$ cat config.mk
export PLATFORM = sky130hd
export DESIGN_NAME = cg_clock_gen
export DESIGN_NICKNAME = d
export VERILOG_FILES = /design/src/hdl/cg_clock_gen.v /design/src/hdl/cg_mod_divider.v /design/src/hdl/cg_loop_filter.v
export VERILOG_INCLUDE_DIRS = /design/src /design/src/hdl
export SDC_FILE = /design/constraint.sdc
export NUM_CORES = 1
export LEC_CHECK = 0
export BUFFER_PORTS_ARGS = -buffer_cell sky130_fd_sc_hd__clkbuf_2
export CORE_MARGIN = 4
export CORE_UTILIZATION = 55
export CTS_CLUSTER_DIAMETER = 100
export CTS_CLUSTER_SIZE = 28
export DETAILED_ROUTE_END_ITERATION = 8
export GPL_TIMING_DRIVEN = 0
export PLACE_DENSITY = 0.77
export SYNTH_ARGS = -nofsm -noshare
export SYNTH_HDL_FRONTEND = slang
export SYNTH_SLANG_ARGS = --single-unit
$ cat constraint.sdc
create_clock -name CLOCK_IN -period 5.5 [get_ports CLOCK_IN]
set_clock_uncertainty 0.15 [all_clocks]
set_input_delay 0.55 -clock CLOCK_IN [delete_from_list [all_inputs] [get_ports CLOCK_IN]]
set_output_delay 0.55 -clock CLOCK_IN [all_outputs]
set_load 0.01 [all_outputs]
$ cat src/hdl/cg_clock_map.vh
`ifndef CG_CLOCK_MAP_VH
`define CG_CLOCK_MAP_VH

// Register byte offsets on the APB bus.
`define CG_OFS_CTRL 8'h00
`define CG_OFS_CFG 8'h04
`define CG_OFS_MULT 8'h08
`define CG_OFS_STATUS 8'h0c
`define CG_OFS_IRQ_STAT 8'h10
`define CG_OFS_IRQ_MASK 8'h14

// Control register fields.
`define CG_CTRL_INT_ON 0
`define CG_CTRL_EXT_ON 1
`define CG_CTRL_SEL_EXT 2

// Configuration register fields.
`define CG_CFG_RUN_IN_STOP 0
`define CG_CFG_EXT_ALLOWED 1
`define CG_CFG_XTAL_ALLOWED 2

// Interrupt status and mask fields.
`define CG_IRQ_STABLE 0
`define CG_IRQ_RANGE 1
`define CG_IRQ_WIDTH 2

// Reset values.
`define CG_CTRL_RESET 3'h1
`define CG_CFG_RESET 3'h0
`define CG_MULT_RESET 8'h01
`define CG_CODE_RESET 12'h400

// Loop filter code layout and limits.
`define CG_CODE_WIDTH 12
`define CG_DIV_MAX 4'h9
`define CG_STEP_BIG 12'h020
`define CG_STEP_SMALL 12'h001

// Comparator result encoding.
`define CG_CMP_BELOW_LOW 2'h0
`define CG_CMP_BELOW_NOM 2'h1
`define CG_CMP_ABOVE_NOM 2'h2
`define CG_CMP_ABOVE_HIGH 2'h3

`endif

$ cat src/hdl/cg_clock_gen.v
`timescale 1ns/1ps
`include "cg_clock_map.vh"
module cg_clock_gen (
   // Clock and reset.
   input wire CLOCK_IN,
   input wire RESET_N_IN,
   // APB slave.
   input wire PSEL_IN,
   input wire PENABLE_IN,
   input wire PWRITE_IN,
   input wire [7:0] PADDR_IN,
   input wire [31:0] PWDATA_IN,
   output reg [31:0] PRDATA_OUT,
   output reg PREADY_OUT,
   output reg PSLVERR_OUT,
   // Interrupt.
   output reg IRQ_OUT,
   // Stop mode, comparator and external pin.
   input wire STOP_MODE_IN,
   input wire CMP_VALID_IN,
   input wire [1:0] CMP_RESULT_IN,
   input wire EXT_CLK_PIN_IN,
   // Generated clocks.
   output reg INT_CLK_OUT,
   output reg BASE_CLK_OUT,
   output reg EXT_CLK_OUT,
   output reg OSC_OUT_CLK_OUT,
   output reg GEN_OUT_CLK_OUT,
   output reg TIMEBASE_CLK_OUT,
   // Enables and status.
   output reg GEN_STOP_OUT,
   output reg INT_GEN_ENABLE_OUT,
   output reg EXT_GEN_ENABLE_OUT,
   output reg PIN_A_PORT_ENABLE_OUT,
   output reg PIN_B_PORT_ENABLE_OUT,
   output reg FILTER_STABLE_FLAG_OUT,
   output reg [11:0] OSC_CODE_OUT
);
   localparam [2:0] ST_IDLE = 3'b001;
   localparam [2:0] ST_ACCESS = 3'b010;
   localparam [2:0] ST_DONE = 3'b100;

   // Register state.
   reg [2:0] ctrl_q;
   reg [2:0] cfg_q;
   reg [7:0] multiplier_reg_q;
   reg [`CG_IRQ_WIDTH-1:0] irq_stat_q;
   reg [`CG_IRQ_WIDTH-1:0] irq_stat_d;
   reg [`CG_IRQ_WIDTH-1:0] irq_mask_q;
   reg [2:0] bus_state_q;

   // Oscillator model state.
   reg [6:0] osc_count_q;
   reg int_clk_q;
   reg int_clk_prev_q;
   reg osc_src_prev_q;
   reg stable_prev_q;
   reg range_prev_q;

   wire [11:0] code;
   wire stable;
   wire base_clk;

   function is_addr;
      input [7:0] addr;
      input [7:0] ofs;
      begin
         is_addr = (addr == ofs);
      end
   endfunction

   function [3:0] eff_div;
      input [3:0] div;
      begin
         eff_div = (div > `CG_DIV_MAX) ? `CG_DIV_MAX : div;
      end
   endfunction

   wire int_gen_on_bit = ctrl_q[`CG_CTRL_INT_ON];
   wire ext_gen_on_bit = ctrl_q[`CG_CTRL_EXT_ON];
   wire osc_run_in_stop = cfg_q[`CG_CFG_RUN_IN_STOP];
   wire ext_clk_allowed = cfg_q[`CG_CFG_EXT_ALLOWED];
   wire crystal_allowed = cfg_q[`CG_CFG_XTAL_ALLOWED];

   wire gen_stop = STOP_MODE_IN & ~osc_run_in_stop;
   wire int_gen_enable = int_gen_on_bit & ~gen_stop;
   wire ext_gen_enable = ext_gen_on_bit & ~gen_stop;

   wire setup = PSEL_IN & ~PENABLE_IN;
   wire commit = PSEL_IN & PENABLE_IN & PREADY_OUT;
   wire wr = commit & PWRITE_IN;
   wire rd_stat = commit & ~PWRITE_IN & is_addr(PADDR_IN, `CG_OFS_IRQ_STAT);
   wire mapped = is_addr(PADDR_IN, `CG_OFS_CTRL) | is_addr(PADDR_IN, `CG_OFS_CFG) |
                 is_addr(PADDR_IN, `CG_OFS_MULT) | is_addr(PADDR_IN, `CG_OFS_STATUS) |
                 is_addr(PADDR_IN, `CG_OFS_IRQ_STAT) | is_addr(PADDR_IN, `CG_OFS_IRQ_MASK);

   // Half period in system clocks grows with the effective code, whose divider field saturates at CG_DIV_MAX, so a larger code is slower up to 12'h9ff.
   wire [3:0] div_eff = eff_div(code[11:8]);
   wire [6:0] half_period = {div_eff, code[7:5]};

   wire int_rise = int_clk_q & ~int_clk_prev_q;
   wire osc_src = (ctrl_q[`CG_CTRL_SEL_EXT] & ext_gen_enable) ? EXT_CLK_OUT : int_clk_q;
   wire osc_rise = osc_src & ~osc_src_prev_q;
   wire out_of_range = code[11:8] > `CG_DIV_MAX;
   wire [`CG_IRQ_WIDTH-1:0] events = {out_of_range & ~range_prev_q, stable & ~stable_prev_q};

   cg_mod_divider u_divider (
      .clk_in(CLOCK_IN),
      .reset_n_in(RESET_N_IN),
      .enable_in(int_gen_enable),
      .factor_in(multiplier_reg_q),
      .src_level_in(int_clk_q),
      .src_rise_in(int_rise),
      .base_out(base_clk)
   );

   cg_loop_filter u_filter (
      .clk_in(CLOCK_IN),
      .reset_n_in(RESET_N_IN),
      .enable_in(int_gen_enable),
      .cmp_valid_in(CMP_VALID_IN),
      .cmp_result_in(CMP_RESULT_IN),
      .code_out(code),
      .stable_out(stable)
   );

   // Bus sequencing: answer is ready in the access cycle after every setup.
   always @(posedge CLOCK_IN or negedge RESET_N_IN) begin
      if (!RESET_N_IN) begin
         bus_state_q <= ST_IDLE;
         PREADY_OUT <= 1'b0;
         PSLVERR_OUT <= 1'b0;
         PRDATA_OUT <= 32'h00000000;
      end else begin
         case (bus_state_q)
            ST_IDLE, ST_DONE: begin
               bus_state_q <= ST_IDLE;
               if (setup) begin
                  bus_state_q <= ST_ACCESS;
                  PREADY_OUT <= 1'b1;
                  PSLVERR_OUT <= ~mapped;
                  PRDATA_OUT <= 32'h00000000;
                  if (!PWRITE_IN) begin
                     case (1'b1)
                        is_addr(PADDR_IN, `CG_OFS_CTRL): PRDATA_OUT <= {29'h0, ctrl_q};
                        is_addr(PADDR_IN, `CG_OFS_CFG): PRDATA_OUT <= {29'h0, cfg_q};
                        is_addr(PADDR_IN, `CG_OFS_MULT): PRDATA_OUT <= {24'h0, multiplier_reg_q};
                        is_addr(PADDR_IN, `CG_OFS_STATUS): PRDATA_OUT <= {16'h0, gen_stop, ext_gen_enable,
                                                                 int_gen_enable, stable, code};
                        // The next status value is shown, so an event landing at the setup edge is read out before the clear.
                        is_addr(PADDR_IN, `CG_OFS_IRQ_STAT): PRDATA_OUT <= {30'h0, irq_stat_d};
                        is_addr(PADDR_IN, `CG_OFS_IRQ_MASK): PRDATA_OUT <= {30'h0, irq_mask_q};
                        default: PRDATA_OUT <= 32'h00000000;
                     endcase
                  end
               end
            end
            ST_ACCESS: begin
               bus_state_q <= ST_DONE;
               PREADY_OUT <= 1'b0;
               PSLVERR_OUT <= 1'b0;
            end
            default: begin
               bus_state_q <= ST_IDLE;
               PREADY_OUT <= 1'b0;
               PSLVERR_OUT <= 1'b0;
            end
         endcase
      end
   end

   // Software registers. The external on-bit keeps its old value if the write is not allowed.
   always @(posedge CLOCK_IN or negedge RESET_N_IN) begin
      if (!RESET_N_IN) begin
         ctrl_q <= `CG_CTRL_RESET;
         cfg_q <= `CG_CFG_RESET;
         multiplier_reg_q <= `CG_MULT_RESET;
         irq_mask_q <= {`CG_IRQ_WIDTH{1'b0}};
      end else if (wr) begin
         if (is_addr(PADDR_IN, `CG_OFS_CTRL)) begin
            ctrl_q[`CG_CTRL_INT_ON] <= PWDATA_IN[`CG_CTRL_INT_ON];
            ctrl_q[`CG_CTRL_SEL_EXT] <= PWDATA_IN[`CG_CTRL_SEL_EXT];
            if (!PWDATA_IN[`CG_CTRL_EXT_ON] || ext_clk_allowed) begin
               ctrl_q[`CG_CTRL_EXT_ON] <= PWDATA_IN[`CG_CTRL_EXT_ON];
            end
         end
         if (is_addr(PADDR_IN, `CG_OFS_CFG)) begin
            cfg_q <= PWDATA_IN[2:0];
         end
         if (is_addr(PADDR_IN, `CG_OFS_MULT)) begin
            multiplier_reg_q <= PWDATA_IN[7:0];
         end
         if (is_addr(PADDR_IN, `CG_OFS_IRQ_MASK)) begin
            irq_mask_q <= PWDATA_IN[`CG_IRQ_WIDTH-1:0];
         end
      end
   end

   // Sticky events: a new event in the read cycle survives the read-clear.
   always @* begin
      irq_stat_d = irq_stat_q;
      if (rd_stat) begin
         irq_stat_d = {`CG_IRQ_WIDTH{1'b0}};
      end
      irq_stat_d = irq_stat_d | events;
   end

   always @(posedge CLOCK_IN or negedge RESET_N_IN) begin
      if (!RESET_N_IN) begin
         irq_stat_q <= {`CG_IRQ_WIDTH{1'b0}};
         IRQ_OUT <= 1'b0;
         stable_prev_q <= 1'b0;
         range_prev_q <= 1'b0;
      end else begin
         irq_stat_q <= irq_stat_d;
         IRQ_OUT <= |(irq_stat_d & irq_mask_q);
         stable_prev_q <= stable;
         range_prev_q <= out_of_range;
      end
   end

   // Oscillator model: toggles the internal clock after a code-dependent half period.
   always @(posedge CLOCK_IN or negedge RESET_N_IN) begin
      if (!RESET_N_IN) begin
         osc_count_q <= 7'h00;
         int_clk_q <= 1'b0;
         int_clk_prev_q <= 1'b0;
      end else begin
         int_clk_prev_q <= int_clk_q;
         if (!int_gen_enable) begin
            osc_count_q <= 7'h00;
            int_clk_q <= 1'b0;
         end else if (osc_count_q >= half_period) begin
            osc_count_q <= 7'h00;
            int_clk_q <= ~int_clk_q;
         end else begin
            osc_count_q <= osc_count_q + 7'h01;
         end
      end
   end

   // Clock outputs, enables and pin sharing.
   always @(posedge CLOCK_IN or negedge RESET_N_IN) begin
      if (!RESET_N_IN) begin
         osc_src_prev_q <= 1'b0;
         INT_CLK_OUT <= 1'b0;
         BASE_CLK_OUT <= 1'b0;
         EXT_CLK_OUT <= 1'b0;
         OSC_OUT_CLK_OUT <= 1'b0;
         GEN_OUT_CLK_OUT <= 1'b0;
         TIMEBASE_CLK_OUT <= 1'b0;
         GEN_STOP_OUT <= 1'b0;
         INT_GEN_ENABLE_OUT <= 1'b0;
         EXT_GEN_ENABLE_OUT <= 1'b0;
         PIN_A_PORT_ENABLE_OUT <= 1'b1;
         PIN_B_PORT_ENABLE_OUT <= 1'b1;
         FILTER_STABLE_FLAG_OUT <= 1'b0;
         OSC_CODE_OUT <= `CG_CODE_RESET;
      end else begin
         osc_src_prev_q <= osc_src;
         INT_CLK_OUT <= int_clk_q & int_gen_enable;
         BASE_CLK_OUT <= base_clk & int_gen_enable;
         EXT_CLK_OUT <= EXT_CLK_PIN_IN & ext_gen_enable;
         OSC_OUT_CLK_OUT <= osc_src;
         // Generator output toggles on each oscillator rise, so it halves the oscillator output.
         if (osc_rise) begin
            GEN_OUT_CLK_OUT <= ~GEN_OUT_CLK_OUT;
         end
         TIMEBASE_CLK_OUT <= ext_gen_enable ? EXT_CLK_OUT : int_clk_q;
         GEN_STOP_OUT <= gen_stop;
         INT_GEN_ENABLE_OUT <= int_gen_enable;
         EXT_GEN_ENABLE_OUT <= ext_gen_enable;
         // Port enables ignore stop so the pins stay with the oscillator during stop mode.
         PIN_A_PORT_ENABLE_OUT <= ~ext_gen_on_bit;
         PIN_B_PORT_ENABLE_OUT <= ~(ext_gen_on_bit & crystal_allowed);
         FILTER_STABLE_FLAG_OUT <= stable;
         OSC_CODE_OUT <= code;
      end
   end
endmodule // cg_clock_gen

$ cat src/hdl/cg_mod_divider.v
`timescale 1ns/1ps
module cg_mod_divider (
   // Clock and reset.
   input wire clk_in,
   input wire reset_n_in,
   // Control.
   input wire enable_in,
   input wire [7:0] factor_in,
   // Source clock level and its rising-edge tick.
   input wire src_level_in,
   input wire src_rise_in,
   // Divided clock.
   output reg base_out
);
   reg [7:0] count_q;
   wire bypass = (factor_in == 8'h00) || (factor_in == 8'h01);
   wire [7:0] half = {1'b0, factor_in[7:1]};

   always @(posedge clk_in or negedge reset_n_in) begin
      if (!reset_n_in) begin
         count_q <= 8'h00;
         base_out <= 1'b0;
      end else if (!enable_in) begin
         count_q <= 8'h00;
         base_out <= 1'b0;
      end else if (bypass) begin
         count_q <= 8'h00;
         base_out <= src_level_in;
      end else if (src_rise_in) begin
         if (count_q >= factor_in - 8'h01) begin
            count_q <= 8'h00;
         end else begin
            count_q <= count_q + 8'h01;
         end
         base_out <= (count_q >= factor_in - 8'h01) || (count_q < half - 8'h01);
      end
   end
endmodule // cg_mod_divider

$ cat src/hdl/cg_loop_filter.v
`timescale 1ns/1ps
`include "cg_clock_map.vh"
module cg_loop_filter (
   // Clock and reset.
   input wire clk_in,
   input wire reset_n_in,
   // Comparator evaluation.
   input wire enable_in,
   input wire cmp_valid_in,
   input wire [1:0] cmp_result_in,
   // Oscillator code and stability.
   output reg [11:0] code_out,
   output reg stable_out
);
   reg [11:0] step;

   always @* begin
      case (cmp_result_in)
         `CG_CMP_BELOW_LOW: step = 12'h000 - `CG_STEP_BIG;
         `CG_CMP_BELOW_NOM: step = 12'h000 - `CG_STEP_SMALL;
         `CG_CMP_ABOVE_NOM: step = `CG_STEP_SMALL;
         default: step = `CG_STEP_BIG;
      endcase
   end

   // The sum wraps modulo 4096 on purpose; codes wrapped below zero land in the slow range.
   always @(posedge clk_in or negedge reset_n_in) begin
      if (!reset_n_in) begin
         code_out <= `CG_CODE_RESET;
         stable_out <= 1'b0;
      end else if (enable_in && cmp_valid_in) begin
         code_out <= code_out + step;
         stable_out <= (cmp_result_in == `CG_CMP_BELOW_NOM) || (cmp_result_in == `CG_CMP_ABOVE_NOM);
      end else if (!enable_in) begin
         stable_out <= 1'b0;
      end
   end
endmodule // cg_loop_filter

==> Word level (Yosys, flattened, before mapping) <==
Cells that the tools add are included.
{ "word_totals": {"regBits": 112, "latchBits": 0, "ramBits": 0, "mem_bits_ro": 0, "in_bits": 50, "output_inout_bits": 59, "mem_count": 0} }
{ "classes": {"add_sub_neg": 5, "mul": 0, "n_div": 0, "n_lt_le_gt_ge": 4, "eq_ne": 15, "shift": 0, "mux": 31, "bitwise": 38, "reduce_logical": 17} }
{ "ops": {"columns": ["cell", "n"], "rows": [
  ["16-bit two-way mux", 5],
  ["12-bit case mux with 3 select lines", 1],
  ["8-bit two-way mux", 4],
  ["1-bit AND", 18],
  ["8-bit by 4-bit equality test with 1-bit output, second input constant", 2],
  ["8-bit by 5-bit equality test with 1-bit output, second input constant", 2],
  ["8-bit logical NOT", 2],
  ["7-bit two-way mux", 2],
  ["1-bit two-way mux", 13],
  ["1-bit inverter", 13],
  ["12-bit adder", 1],
  ["2-bit AND reduction", 5],
  ["8-bit by 1-bit adder with 8-bit output, second input constant", 1],
  ["8-bit by 1-bit equality test with 1-bit output, second input constant", 1],
  ["8-bit by 3-bit equality test with 1-bit output, second input constant", 1],
  ["8-bit >= comparator", 1],
  ["8-bit < comparator", 1],
  ["2-bit two-way mux", 4],
  ["7-bit by 1-bit subtractor with 8-bit output, second input constant", 1],
  ["8-bit by 1-bit subtractor with 8-bit output, second input constant", 1],
  ["7-bit by 1-bit adder with 7-bit output, second input constant", 1],
  ["7-bit >= comparator", 1],
  ["3-bit case mux with 2 select lines", 1],
  ["1-bit OR", 5],
  ["18 further kinds", 23]
]} }

==> Depth between registers and ports, before layout <==
Gate-level depths: netlist (run 1).
{ "depth": {"depth_word": 12, "ltp_mapped": 13} }

==> Hierarchy <==
A second synthesis (run 1) with hierarchy kept.
{ "hier_totals": {"hier_cells": 518, "area_unflattened_um2": 5474.0} }
{ "by_module_without_submodules": {"columns": ["mod", "instances", "cells_per_inst", "area_per_inst_um2"], "rows": [
  ["cg_clock_gen", 1, 270, 3305.7],
  ["cg_mod_divider", 1, 130, 1084.8],
  ["cg_loop_filter", 1, 118, 1083.5]
]} }

==> Worst setup path before layout (run 1) <==
Ideal clock, no wire load.
{ "synth_timing": {"kind": "register to register", "startpoint": "register multiplier_reg_q[1]", "endpoint": "register u_divider.count_q[5]", "arrival_time_ps": 2596, "path_slack_ps": 2688, "path_stages_with_launch": 14, "path_buffers": 1, "period_less_slack_ps": 2812, "path_cell_list": "dfrtp_1 > inv_1 > ha_1 > nor3b_1 > nand2_1 > xor2_1 > ha_1 > a21o_1 > a21o_1 > nor3_1 > o211ai_1 > buf_2 > nor3_1 > a211o_1"} }
{ "synth_between": {"elab_chain_len": 6, "word_cells_on_any_way": 10} }
{ "synth_lines": {"columns": ["item", "line", "rtl"], "rows": [
  ["from (decl)", "cg_clock_gen.v:46", "reg [7:0] multiplier_reg_q;"],
  ["from (signal assigned)", "cg_clock_gen.v:177", "multiplier_reg_q <= `CG_MULT_RESET;"],
  ["from (signal assigned)", "cg_clock_gen.v:191", "multiplier_reg_q <= PWDATA_IN[7:0];"],
  ["8-bit by 1-bit subtractor with 8-bit output", "cg_mod_divider.v:30", "if (count_q >= factor_in - 8'h01) begin"],
  ["8-bit >= comparator", "cg_mod_divider.v:30", null],
  ["8-bit two-way mux", "cg_mod_divider.v:30", null],
  ["8-bit two-way mux", "cg_mod_divider.v:29", "end else if (src_rise_in) begin"],
  ["8-bit two-way mux", "cg_mod_divider.v:26", "end else if (bypass) begin"],
  ["8-bit two-way mux", "cg_mod_divider.v:23", "end else if (!enable_in) begin"],
  ["to (signal assigned)", "cg_mod_divider.v:33", "count_q <= count_q + 8'h01;"],
  ["to (decl)", "cg_mod_divider.v:15", "reg [7:0] count_q;"]
]} }
Several ways; a longest one is shown, not always the timed one. The select of a mux whose other input is x is not followed.
A chain may end at the register's enable or synchronous reset.

==> Worst setup path in the final report (run 1) <==
Ends and elaborated chain as after synthesis.

==> metrics, run 1 <==
hpwl dp 8660 µm; CTS resizes 0; ys flop type dfrtp_1; Area Growth Syn to Fin 14.5%; Hold Violations, Final 0; crit path DAT 3.44 ns; total grt overflow 0; most frequent cells in the layout dfrtp_1, clkbuf_2, nand2_1; FF-to-FF setup slack 2.21 ns; post-synthesis mux area share 5.15%; most common cell after layout, fill and taps aside dfrtp_1; Filler Cell Count 754; worst hold margin 0.0281 ns; VDD IR-drop max 0.000103 V; die width 106 µm; Post-DRT Antenna Nets 0; leak pwr 3.10 nW; max_cap viols 0; n_diodes 0; Nets 704; sequential-to-total area share from yosys stat 45.9%; Worst setup SP type register; Area after DPL 0.00583 mm²; top-area cell type share of the netlist area 42.4%; DRT iter0 DRCs 319; port bufs 66; clk sinks 96; Clock transition at path regs 0.11 ns; xor-xnor portion of the synthesized cell area 4.84%; EDFF count, synth 0; worst min path class input pin to async pin; Max Clk Rate 0.304 GHz; Setup TNS Final 0 ns; routed wire length 11300 µm; Final Critical Period 3.29 ns; Yosys cell types 54; # Post-CTS Setup Buffers 0; crit path cell chain inv_1 > ha_1 > nor3b_1 > nand2_1 > xor2_1 > ha_1 > a21o_1 > a21o_1 > nor3_1 > o211ai_1 > buf_2 > nor3_1 > a211o_1; via count of the first global-routing pass 4034; capturing element type of the critical path register; Non-Filler Instances 742; CP Class register to register; Mapped Cells 515; Final setup viols 0; worst skew pair latency 0.36 ns; Post-CTS Hold Buffers 0; GPL Wtd Cong 0.877; DIE HEIGHT 106 µm; Storage cell area 0.00241 mm²; syn avg cell area 10.2 µm²; main combinational cell family by area after synthesis simple AND/OR/NAND/NOR gates; Pre-Repair DR Iteration Count 4; wire length per cell 15.2 µm; Pwr Density 215 mW/mm²; IO Pins 109; async set-reset flop share out of synthesis 100%; die area 0.0112 mm²; R2R Path Start multiplier_reg_q[1]; initial antenna violation count 0; Slowest-stage cell, CP nor3b_1; Placed Instances 726; Worst Max-Slew Pin Slew 0.844 ns; final slew viol count 0; cts bufs inserted 9; CP max FO 10; Synth Area in Adders 11.1%; # DRC 0; Total GRT Usage 21.3%; Synth warnings 0; vias 4014; final period utilization 59.8%; # rows 35; simple-gate area share of the yosys netlist 14.6%; Crit. Startpoint multiplier_reg_q[1]; area occupied by multi-input gates 0.00263 mm²; area fraction in compound gates after synthesis 13.3%; Mapped Area 0.00525 mm²; CTS Buffer Depth 2; vias per std cell 5.41; clock root cell clkbuf_8; Synth area leaders dfrtp_1, ha_1, nand2_1; Core Box Area 0.00928 mm²; biggest area consumer among synthesized cells dfrtp_1; max incr delay on CP 0.50 ns; CTS tree yes; largest net degree at the start of global routing 58; H-tree depth 3; Data required, critical path 5.66 ns; initial core utilization 56.5%; Slew Limit Headroom 43.3%; first-pass GRT wire length 19600 µm; share of cells above drive strength 1 21.2%; Core Util, Final 64.7%; Design Area, Final 0.00601 mm²; RSZ-0062 raised after global routing false; Yosys reg bits 96; status completed
-- worst max-delay path: cells and delay by family (launching register included) --
kind            cells  cell delay, ns
fa+ha+maj           2            0.44
buf+inv             2            0.39
flops               1            0.44
compound gates      4            0.63
simple gates        4            1.02
xor+xnor            1            0.18
-- metal layers --
layer  wire, µm  global-route usage, %
met4        150                   6.11
met3        673                   3.12
met5          0                      0
met2       5390                   34.3
met1       5080                   30.1
-- cells in the mapped netlist (all sizes together) (2+ instances only) --
master    n
nor2b     7
buf      20
a21oi    16
nor3     10
ha       45
mux2     14
or4       2
a31oi     2
mux2i     9
nor2     36
and3      7
xor2     15
o31ai     3
nand3    10
a22o      6
nand4     2
dfstp     7
o211ai    3
clkbuf   10
xnor2    14
o21a      7
or2       3
a211o     7
nand2    62
nor4      3
a211oi    4
a2111oi   2
nand2b   10
dfrtp    89
nor3b     3
o21ai    36
or3       2
inv      23
a21o     11
-- flip-flops by register name, summed over array words and instances, names as in the netlist, 2 cells and up --
| register | cells |
|---|---|
| multiplier_reg_q | 8 |
| u_divider.count_q | 8 |
| cfg_q | 3 |
| OSC_CODE_OUT | 12 |
| ctrl_q | 3 |
| irq_mask_q | 2 |
| u_filter.code_out | 12 |
| irq_stat_q | 2 |
| bus_state_q | 3 |
| osc_count_q | 7 |
| PRDATA_OUT | 16 |
-- final cells by class --
class	instances	area share, %
flip-flops and latches	96	40.1
inverters	23	1.44
plain buffers	30	2.92
repair buffers	67	6.00
clock buffers	10	2.12
multi-input cells	381	43.8
clock inverters	6	0.916
well taps	129	2.69
-- through the flow --
step                worst slack (ns)  power, mW
floorplan                       2.69      0.812
global placement                2.38      0.853
detailed placement              2.24      0.861
CTS                             2.22       1.29
global route                    1.86       1.35
finish                          2.21       1.29
-- where the power goes --
part | switching, mW | internal (mW) | total (mW) | leakage, nW
Clock | 0.267 | 0.176 | 0.442 | 0.0942
Combinational | 0.0723 | 0.0484 | 0.121 | 1.72
Sequential | 0.00844 | 0.719 | 0.727 | 1.29
Total | 0.348 | 0.942 | 1.29 | 3.10
-- logic make-up after synthesis --
group / count (synthesis)
adder cells (fa/ha/maj): 46
AO/OA/AOI/OAI: 106
AND/OR/NAND/NOR: 160
flip-flops: 96
XOR/XNOR: 29
multiplexers: 24
other: 1
buffers and inverters: 53
-- path summary, 6_finish.rpt --
path,to,cells past startpoint
worst max-delay path,u_divider.count_q[5],13
worst min-delay path,EXT_GEN_ENABLE_OUT,1
worst max register to register,u_divider.count_q[5],13
worst min register to register,OSC_CODE_OUT[10],0
max in group asynchronous,multiplier_reg_q[0],2
min in group CLOCK_IN,multiplier_reg_q[5],2
Note: power is estimated with default switching activity, not from simulation.
==> run 2, diff against run 1 <==
- CORE_UTILIZATION: 55 -> 50
- PLACE_DENSITY: 0.77 -> 0.74
- clock period: 5.5 -> 2.7 ns (I/O delays scaled with it)
==> run 2 against run 1 <==
Effect of this change:
- the run now ends with negative setup slack left
- worst hold slack lost 0.012 ns
- sequential power up 100%
- core utilization shrank 3.7 points
- final area grew 4.4%
- sequential share of layout area down 1.7 points
- clock power grew 130%
- register-to-register slack worse by 2.3 ns
- critical path type unchanged
- largest power group unchanged
- highest routed layer unchanged
==> metrics, run 2 (synthesis results as in run 1) <==
CP max FO 6; max_cap viols 0; max incr delay on CP 0.48 ns; worst skew pair latency 0.37 ns; Area after DPL 0.00583 mm²; die width 110 µm; most frequent cells in the layout dfrtp_1, clkbuf_2, nand2_1; hpwl dp 8690 µm; Worst setup SP type register; met2 wire len 5450 µm; cts bufs inserted 9; RSZ-0062 raised after global routing true; VDD IR-drop max 0.000249 V; Area Growth Syn to Fin 19.6%; # DRC 0; wire length per cell 15.1 µm; largest registers PRDATA_OUT (16), OSC_CODE_OUT (12), u_filter.code_out (12); largest net degree at the start of global routing 56; Hold Violations, Final 0; Nets 720; worst path bufs/invs 3; DRT iter0 DRCs 215; Slowest-stage cell, CP a2111oi_1; vias 4073; Core Util, Final 61.1%; Slew Limit Headroom 40.1%; share of cells above drive strength 1 24.6%; R2R Path Start multiplier_reg_q[1]; H-tree depth 3; status complete, but fails checks; Crit path max-delay family compound AO/OA/AOI/OAI gates; WL met3 521 µm; final period utilization 102%; Register-to-Register Path Depth 12; Final setup viols 3; n_diodes 0; Design Area, Final 0.00627 mm²; Pre-Repair DR Iteration Count 5; Data required, critical path 2.85 ns; total grt overflow 0; Pwr Density 440 mW/mm²; Max Clk Rate 0.364 GHz; GPL Wtd Cong 0.832; uppermost layer routed met4; worst min path class input pin to register; final slew viol count 0; CTS tree yes; Final Critical Period 2.75 ns; Reg with most FFs PRDATA_OUT; Worst Max-Slew Pin Slew 0.892 ns; Post-DRT Antenna Nets 0; port bufs 66; DIE HEIGHT 110 µm; initial core utilization 51.1%; worst slack at placement -0.368 ns; capturing element type of the critical path register; clk sinks 96; cell mode on critical path buf_4; vias per std cell 5.32; most common cell after layout, fill and taps aside dfrtp_1; IO Pins 109; routed wire length 11600 µm; worst hold margin 0.0160 ns; Setup TNS Final -0.0500 ns; crit path cell chain inv_4 > ha_4 > nor3b_4 > buf_4 > buf_4 > nand2_1 > xor2_1 > ha_1 > a21o_1 > a2111oi_1 > a2111oi_0 > nor2_1; Total GRT Usage 19.2%; failing checks negative setup slack; Clock transition at path regs 0.09 ns; FF-to-FF setup slack -0.05 ns; max FFs per register 16; clock root cell clkbuf_8; via count of the first global-routing pass 3952; crit path DAT 2.90 ns; # rows 37; min setup slack post-route -0.0487 ns; die area 0.0122 mm²; CP Class register to register; Core Box Area 0.0103 mm²; hold_sp PWDATA_IN[2]; CTS Buffer Depth 2; leak pwr 3.18 nW; first-pass GRT wire length 19300 µm; hold depth 3; reg2reg end u_divider.base_out; Hold EP multiplier_reg_q[2]; initial antenna violation count 0; WL met1 5300 µm
[run 2: cell count changes in the layout (fill, tap and decap cells not counted), sizes merged]
cell / delta
bufinv: +2
dlygate4sd3: +8
inv: -4
buf: +9
clkinvlp: +1
[run 2: report_power, final]
part	leakage (nW)	total (mW)	switching (mW)	internal, mW
Combinational	1.79	0.255	0.149	0.106
Clock	0.104	1.02	0.497	0.524
Sequential	1.29	1.48	0.0173	1.46
[run 2: per-layer routing]
metal | vias up | track usage [%]
met3 | 27 | 3.40
met4 | 0 | 8.21
met2 | 121 | 31.2
met1 | 1940 | 25.3
met5 | - | 0
li1 | 1985 | -
[run 2: repair_timing]
action | in CTS | in global routing
buffers inserted | 7 | 2
hold buffers | 8 | 0
setup endpoints to repair | 9 | 9
hold endpoints to repair | 56 | 0
gates resized for setup | 18 | 9
gates cloned | 1 | 0
pin swaps | 6 | 12
[run 2: worst max-delay path by stage]
stage	from	endpoint	slack, ns	cells past startpoint
after floorplan	multiplier_reg_q[1]	u_divider.count_q[5]	0.03	13
after global placement	multiplier_reg_q[1]	u_divider.count_q[5]	-0.25	13
after detailed placement	multiplier_reg_q[1]	u_divider.count_q[6]	-0.37	13
after CTS	multiplier_reg_q[0]	u_divider.count_q[3]	0.003	11
after global routing	multiplier_reg_q[1]	u_divider.count_q[5]	-0.17	11
final	multiplier_reg_q[1]	u_divider.base_out	-0.05	12
[run 2: metrics by stage]
step / std cells / power, mW
after CTS: 763 / 2.78
after global placement: 732 / 1.74
after global routing: 765 / 2.88
after detailed placement: 733 / 1.75
after floorplan: 530 / 1.65
final: 765 / 2.76
[run 2: tightest hold or removal path, stage by stage]
cell	delay (ns)
clkbuf_2	0.12
nand2_1	0.05
o21ai_0	0.06
[run 2: area by class of cell]
cell class | count | area, µm²
sequential | 96 | 2410
timing repair buffer | 85 | 508
buffer | 28 | 170
fill | 855 | 4000
inverter | 23 | 88.8
clock buffer | 11 | 131
clock inverter | 5 | 81.3
multi-input combinational | 381 | 2710
tap | 136 | 170
==> run 3, diff against run 2 <==
- SETUP_SLACK_MARGIN: default -> 0.4
==> run 3 against run 2 <==
Effect of this change:
- the flow still finishes with violations (negative setup slack)
- final area up 5.1%
- sequential share of layout area down 1.8 points
- fmax down 0.74%
- final cell count up 2.6%
- critical endpoint is now u_divider.count_q[2]
- largest cell class unchanged
- largest power group unchanged
==> metrics, run 3 (synthesis results as in run 1) <==
cts bufs inserted 9; total grt overflow 0; via count of the first global-routing pass 4101; crit path cell chain buf_4 > nor2_4 > nand3_2 > xor2_2 > ha_1 > a21o_1 > a21o_1 > nor3_2 > o211ai_1 > buf_4 > buf_12 > a21oi_2 > a21o_1; most frequent cells in the layout dfrtp_1, clkbuf_2, nand2_1; most common cell after layout, fill and taps aside dfrtp_1; DIE HEIGHT 110 µm; Core Util, Final 64.2%; hold depth 3; first-pass GRT wire length 19800 µm; final period utilization 103%; # DRC 0; combinational fraction of design power 10.6%; Area after DPL 0.00589 mm²; Area Growth Syn to Fin 25.7%; worst slack at placement -0.169 ns; max FFs per register 16; wire length per cell 15.4 µm; Clock Power Share 33.0%; Worst setup SP type register; Clock transition at path regs 0.09 ns; Slowest-stage cell, CP dfrtp_2; Crit path max-delay family compound AO/OA/AOI/OAI gates; initial core utilization 51.1%; Max Clk Rate 0.361 GHz; hpwl dp 8740 µm; Total GRT Usage 19.6%; port bufs 66; Final setup viols 4; Register-to-Register Path Depth 13; # rows 37; H-tree depth 3; failing checks negative setup slack; Filler Cell Count 798; Nets 740; CP max FO 3; max_cap viols 0; Slew Limit Headroom 45.2%; Data required, critical path 2.86 ns; Reg power frac 56.4%; worst path bufs/invs 3; internal power 1.93 mW; worst hold margin 0.00634 ns; cell mode on critical path a21o_1; Hold Violations, Final 0; Worst Max-Slew Pin Slew 0.816 ns; die width 110 µm; Design Area, Final 0.00660 mm²; Reg with most FFs PRDATA_OUT; GPL Wtd Cong 0.901; largest registers PRDATA_OUT (16), OSC_CODE_OUT (12), u_filter.code_out (12); Final Critical Period 2.77 ns; Sw Ratio 26.5%; vias per std cell 5.34; CP Class register to register; crit path DAT 2.93 ns; RSZ-0062 raised after global routing true; area occupied by multi-input gates 0.00289 mm²; n_diodes 0; max incr delay on CP 0.43 ns; vias 4195; CTS Buffer Depth 2; clk sinks 96; NetSw 0.695 mW; status complete, but fails checks; Core Box Area 0.0103 mm²; CTS tree yes; Pwr Density 398 mW/mm²; initial antenna violation count 0; Pre-Repair DR Iteration Count 5; DRT iter0 DRCs 254; VDD IR-drop max 0.000244 V; Post-DRT Antenna Nets 0; Non-Filler Instances 785; die area 0.0122 mm²; routed wire length 12100 µm; largest net degree at the start of global routing 63; worst min path class input pin to register; leak pwr 3.30 nW; min setup slack post-route -0.0691 ns; Levels on crit path 13; capturing element type of the critical path register; Storage cell area 0.00241 mm²; final slew viol count 0; Placed Instances 733; share of cells above drive strength 1 32.8%; clock root cell clkbuf_8; worst skew pair latency 0.37 ns; IO Pins 109
run 3: final timing paths:
path / startpoint / to / slack [ns]
worst min-delay path: PWDATA_IN[2] / multiplier_reg_q[2] / 0.006
worst min register to register: u_filter.code_out[10] / OSC_CODE_OUT[10] / 0.27
min in group asynchronous: RESET_N_IN / PRDATA_OUT[1] / 0.26
max in group asynchronous: RESET_N_IN / multiplier_reg_q[0] / 1.44
worst max register to register: multiplier_reg_q[2] / u_divider.count_q[2] / -0.07
worst max-delay path: multiplier_reg_q[2] / u_divider.count_q[2] / -0.07
run 3: final cells by class:
| class | count | area share [%] |
|---|---|---|
| Tap cell | 136 | 2.58 |
| Timing Repair Buffer | 103 | 10.1 |
| Clock inverter | 6 | 0.835 |
| Multi-Input combinational cell | 381 | 43.8 |
| Sequential cell | 96 | 36.6 |
| Buffer | 30 | 2.81 |
| Clock buffer | 10 | 1.94 |
| Inverter | 23 | 1.38 |
run 3: timing repair:
| item | 4_1_cts | 5_1_grt |
|---|---|---|
| setup buffers | 10 | 18 |
| pin swaps | 15 | 18 |
| gates resized for setup | 25 | 38 |
| hold buffers | 7 | 0 |
| endpoints found under the hold margin | 37 | 0 |
| gates cloned | 1 | 0 |
| endpoints found under the setup margin | 17 | 20 |
run 3: metrics by stage:
stage | TNS [ns] | power (mW)
floorplan | 0 | 1.66
global placement | -0.234 | 1.75
detailed placement | -0.569 | 1.76
CTS | 0 | 2.63
global route | -0.962 | 2.76
finish | -0.0989 | 2.63
run 3: worst register-to-register path: cells and delay by family, from the launching register on:
kind,cells,cell delay (ns)
AOI/OAI and AO/OA,5,0.76
xor gates and xnor gates,1,0.16
adders and majority gates,1,0.32
buffers and inverters,3,0.50
DFF,1,0.43
and+or+nand+nor,3,0.41
run 3: per-layer routing:
metal  track usage, %  part of all wire [%]  vias up
li1                 -                     -     2033
met1             25.5                    44     2014
met2             32.6                    49      128
met3             4.44                   5.2       20
met4             6.16                   1.8        0
met5                0                     0        -
run 3: power by group through the flow:
stage,Clock [mW],Sequential (mW),Combinational (mW)
2_1_floorplan,0,1.51,0.149
3_3_place_gp,0,1.51,0.236
3_5_place_dp,0,1.51,0.249
4_1_cts,0.889,1.48,0.263
5_1_grt,0.967,1.49,0.309
6_report,0.868,1.48,0.278
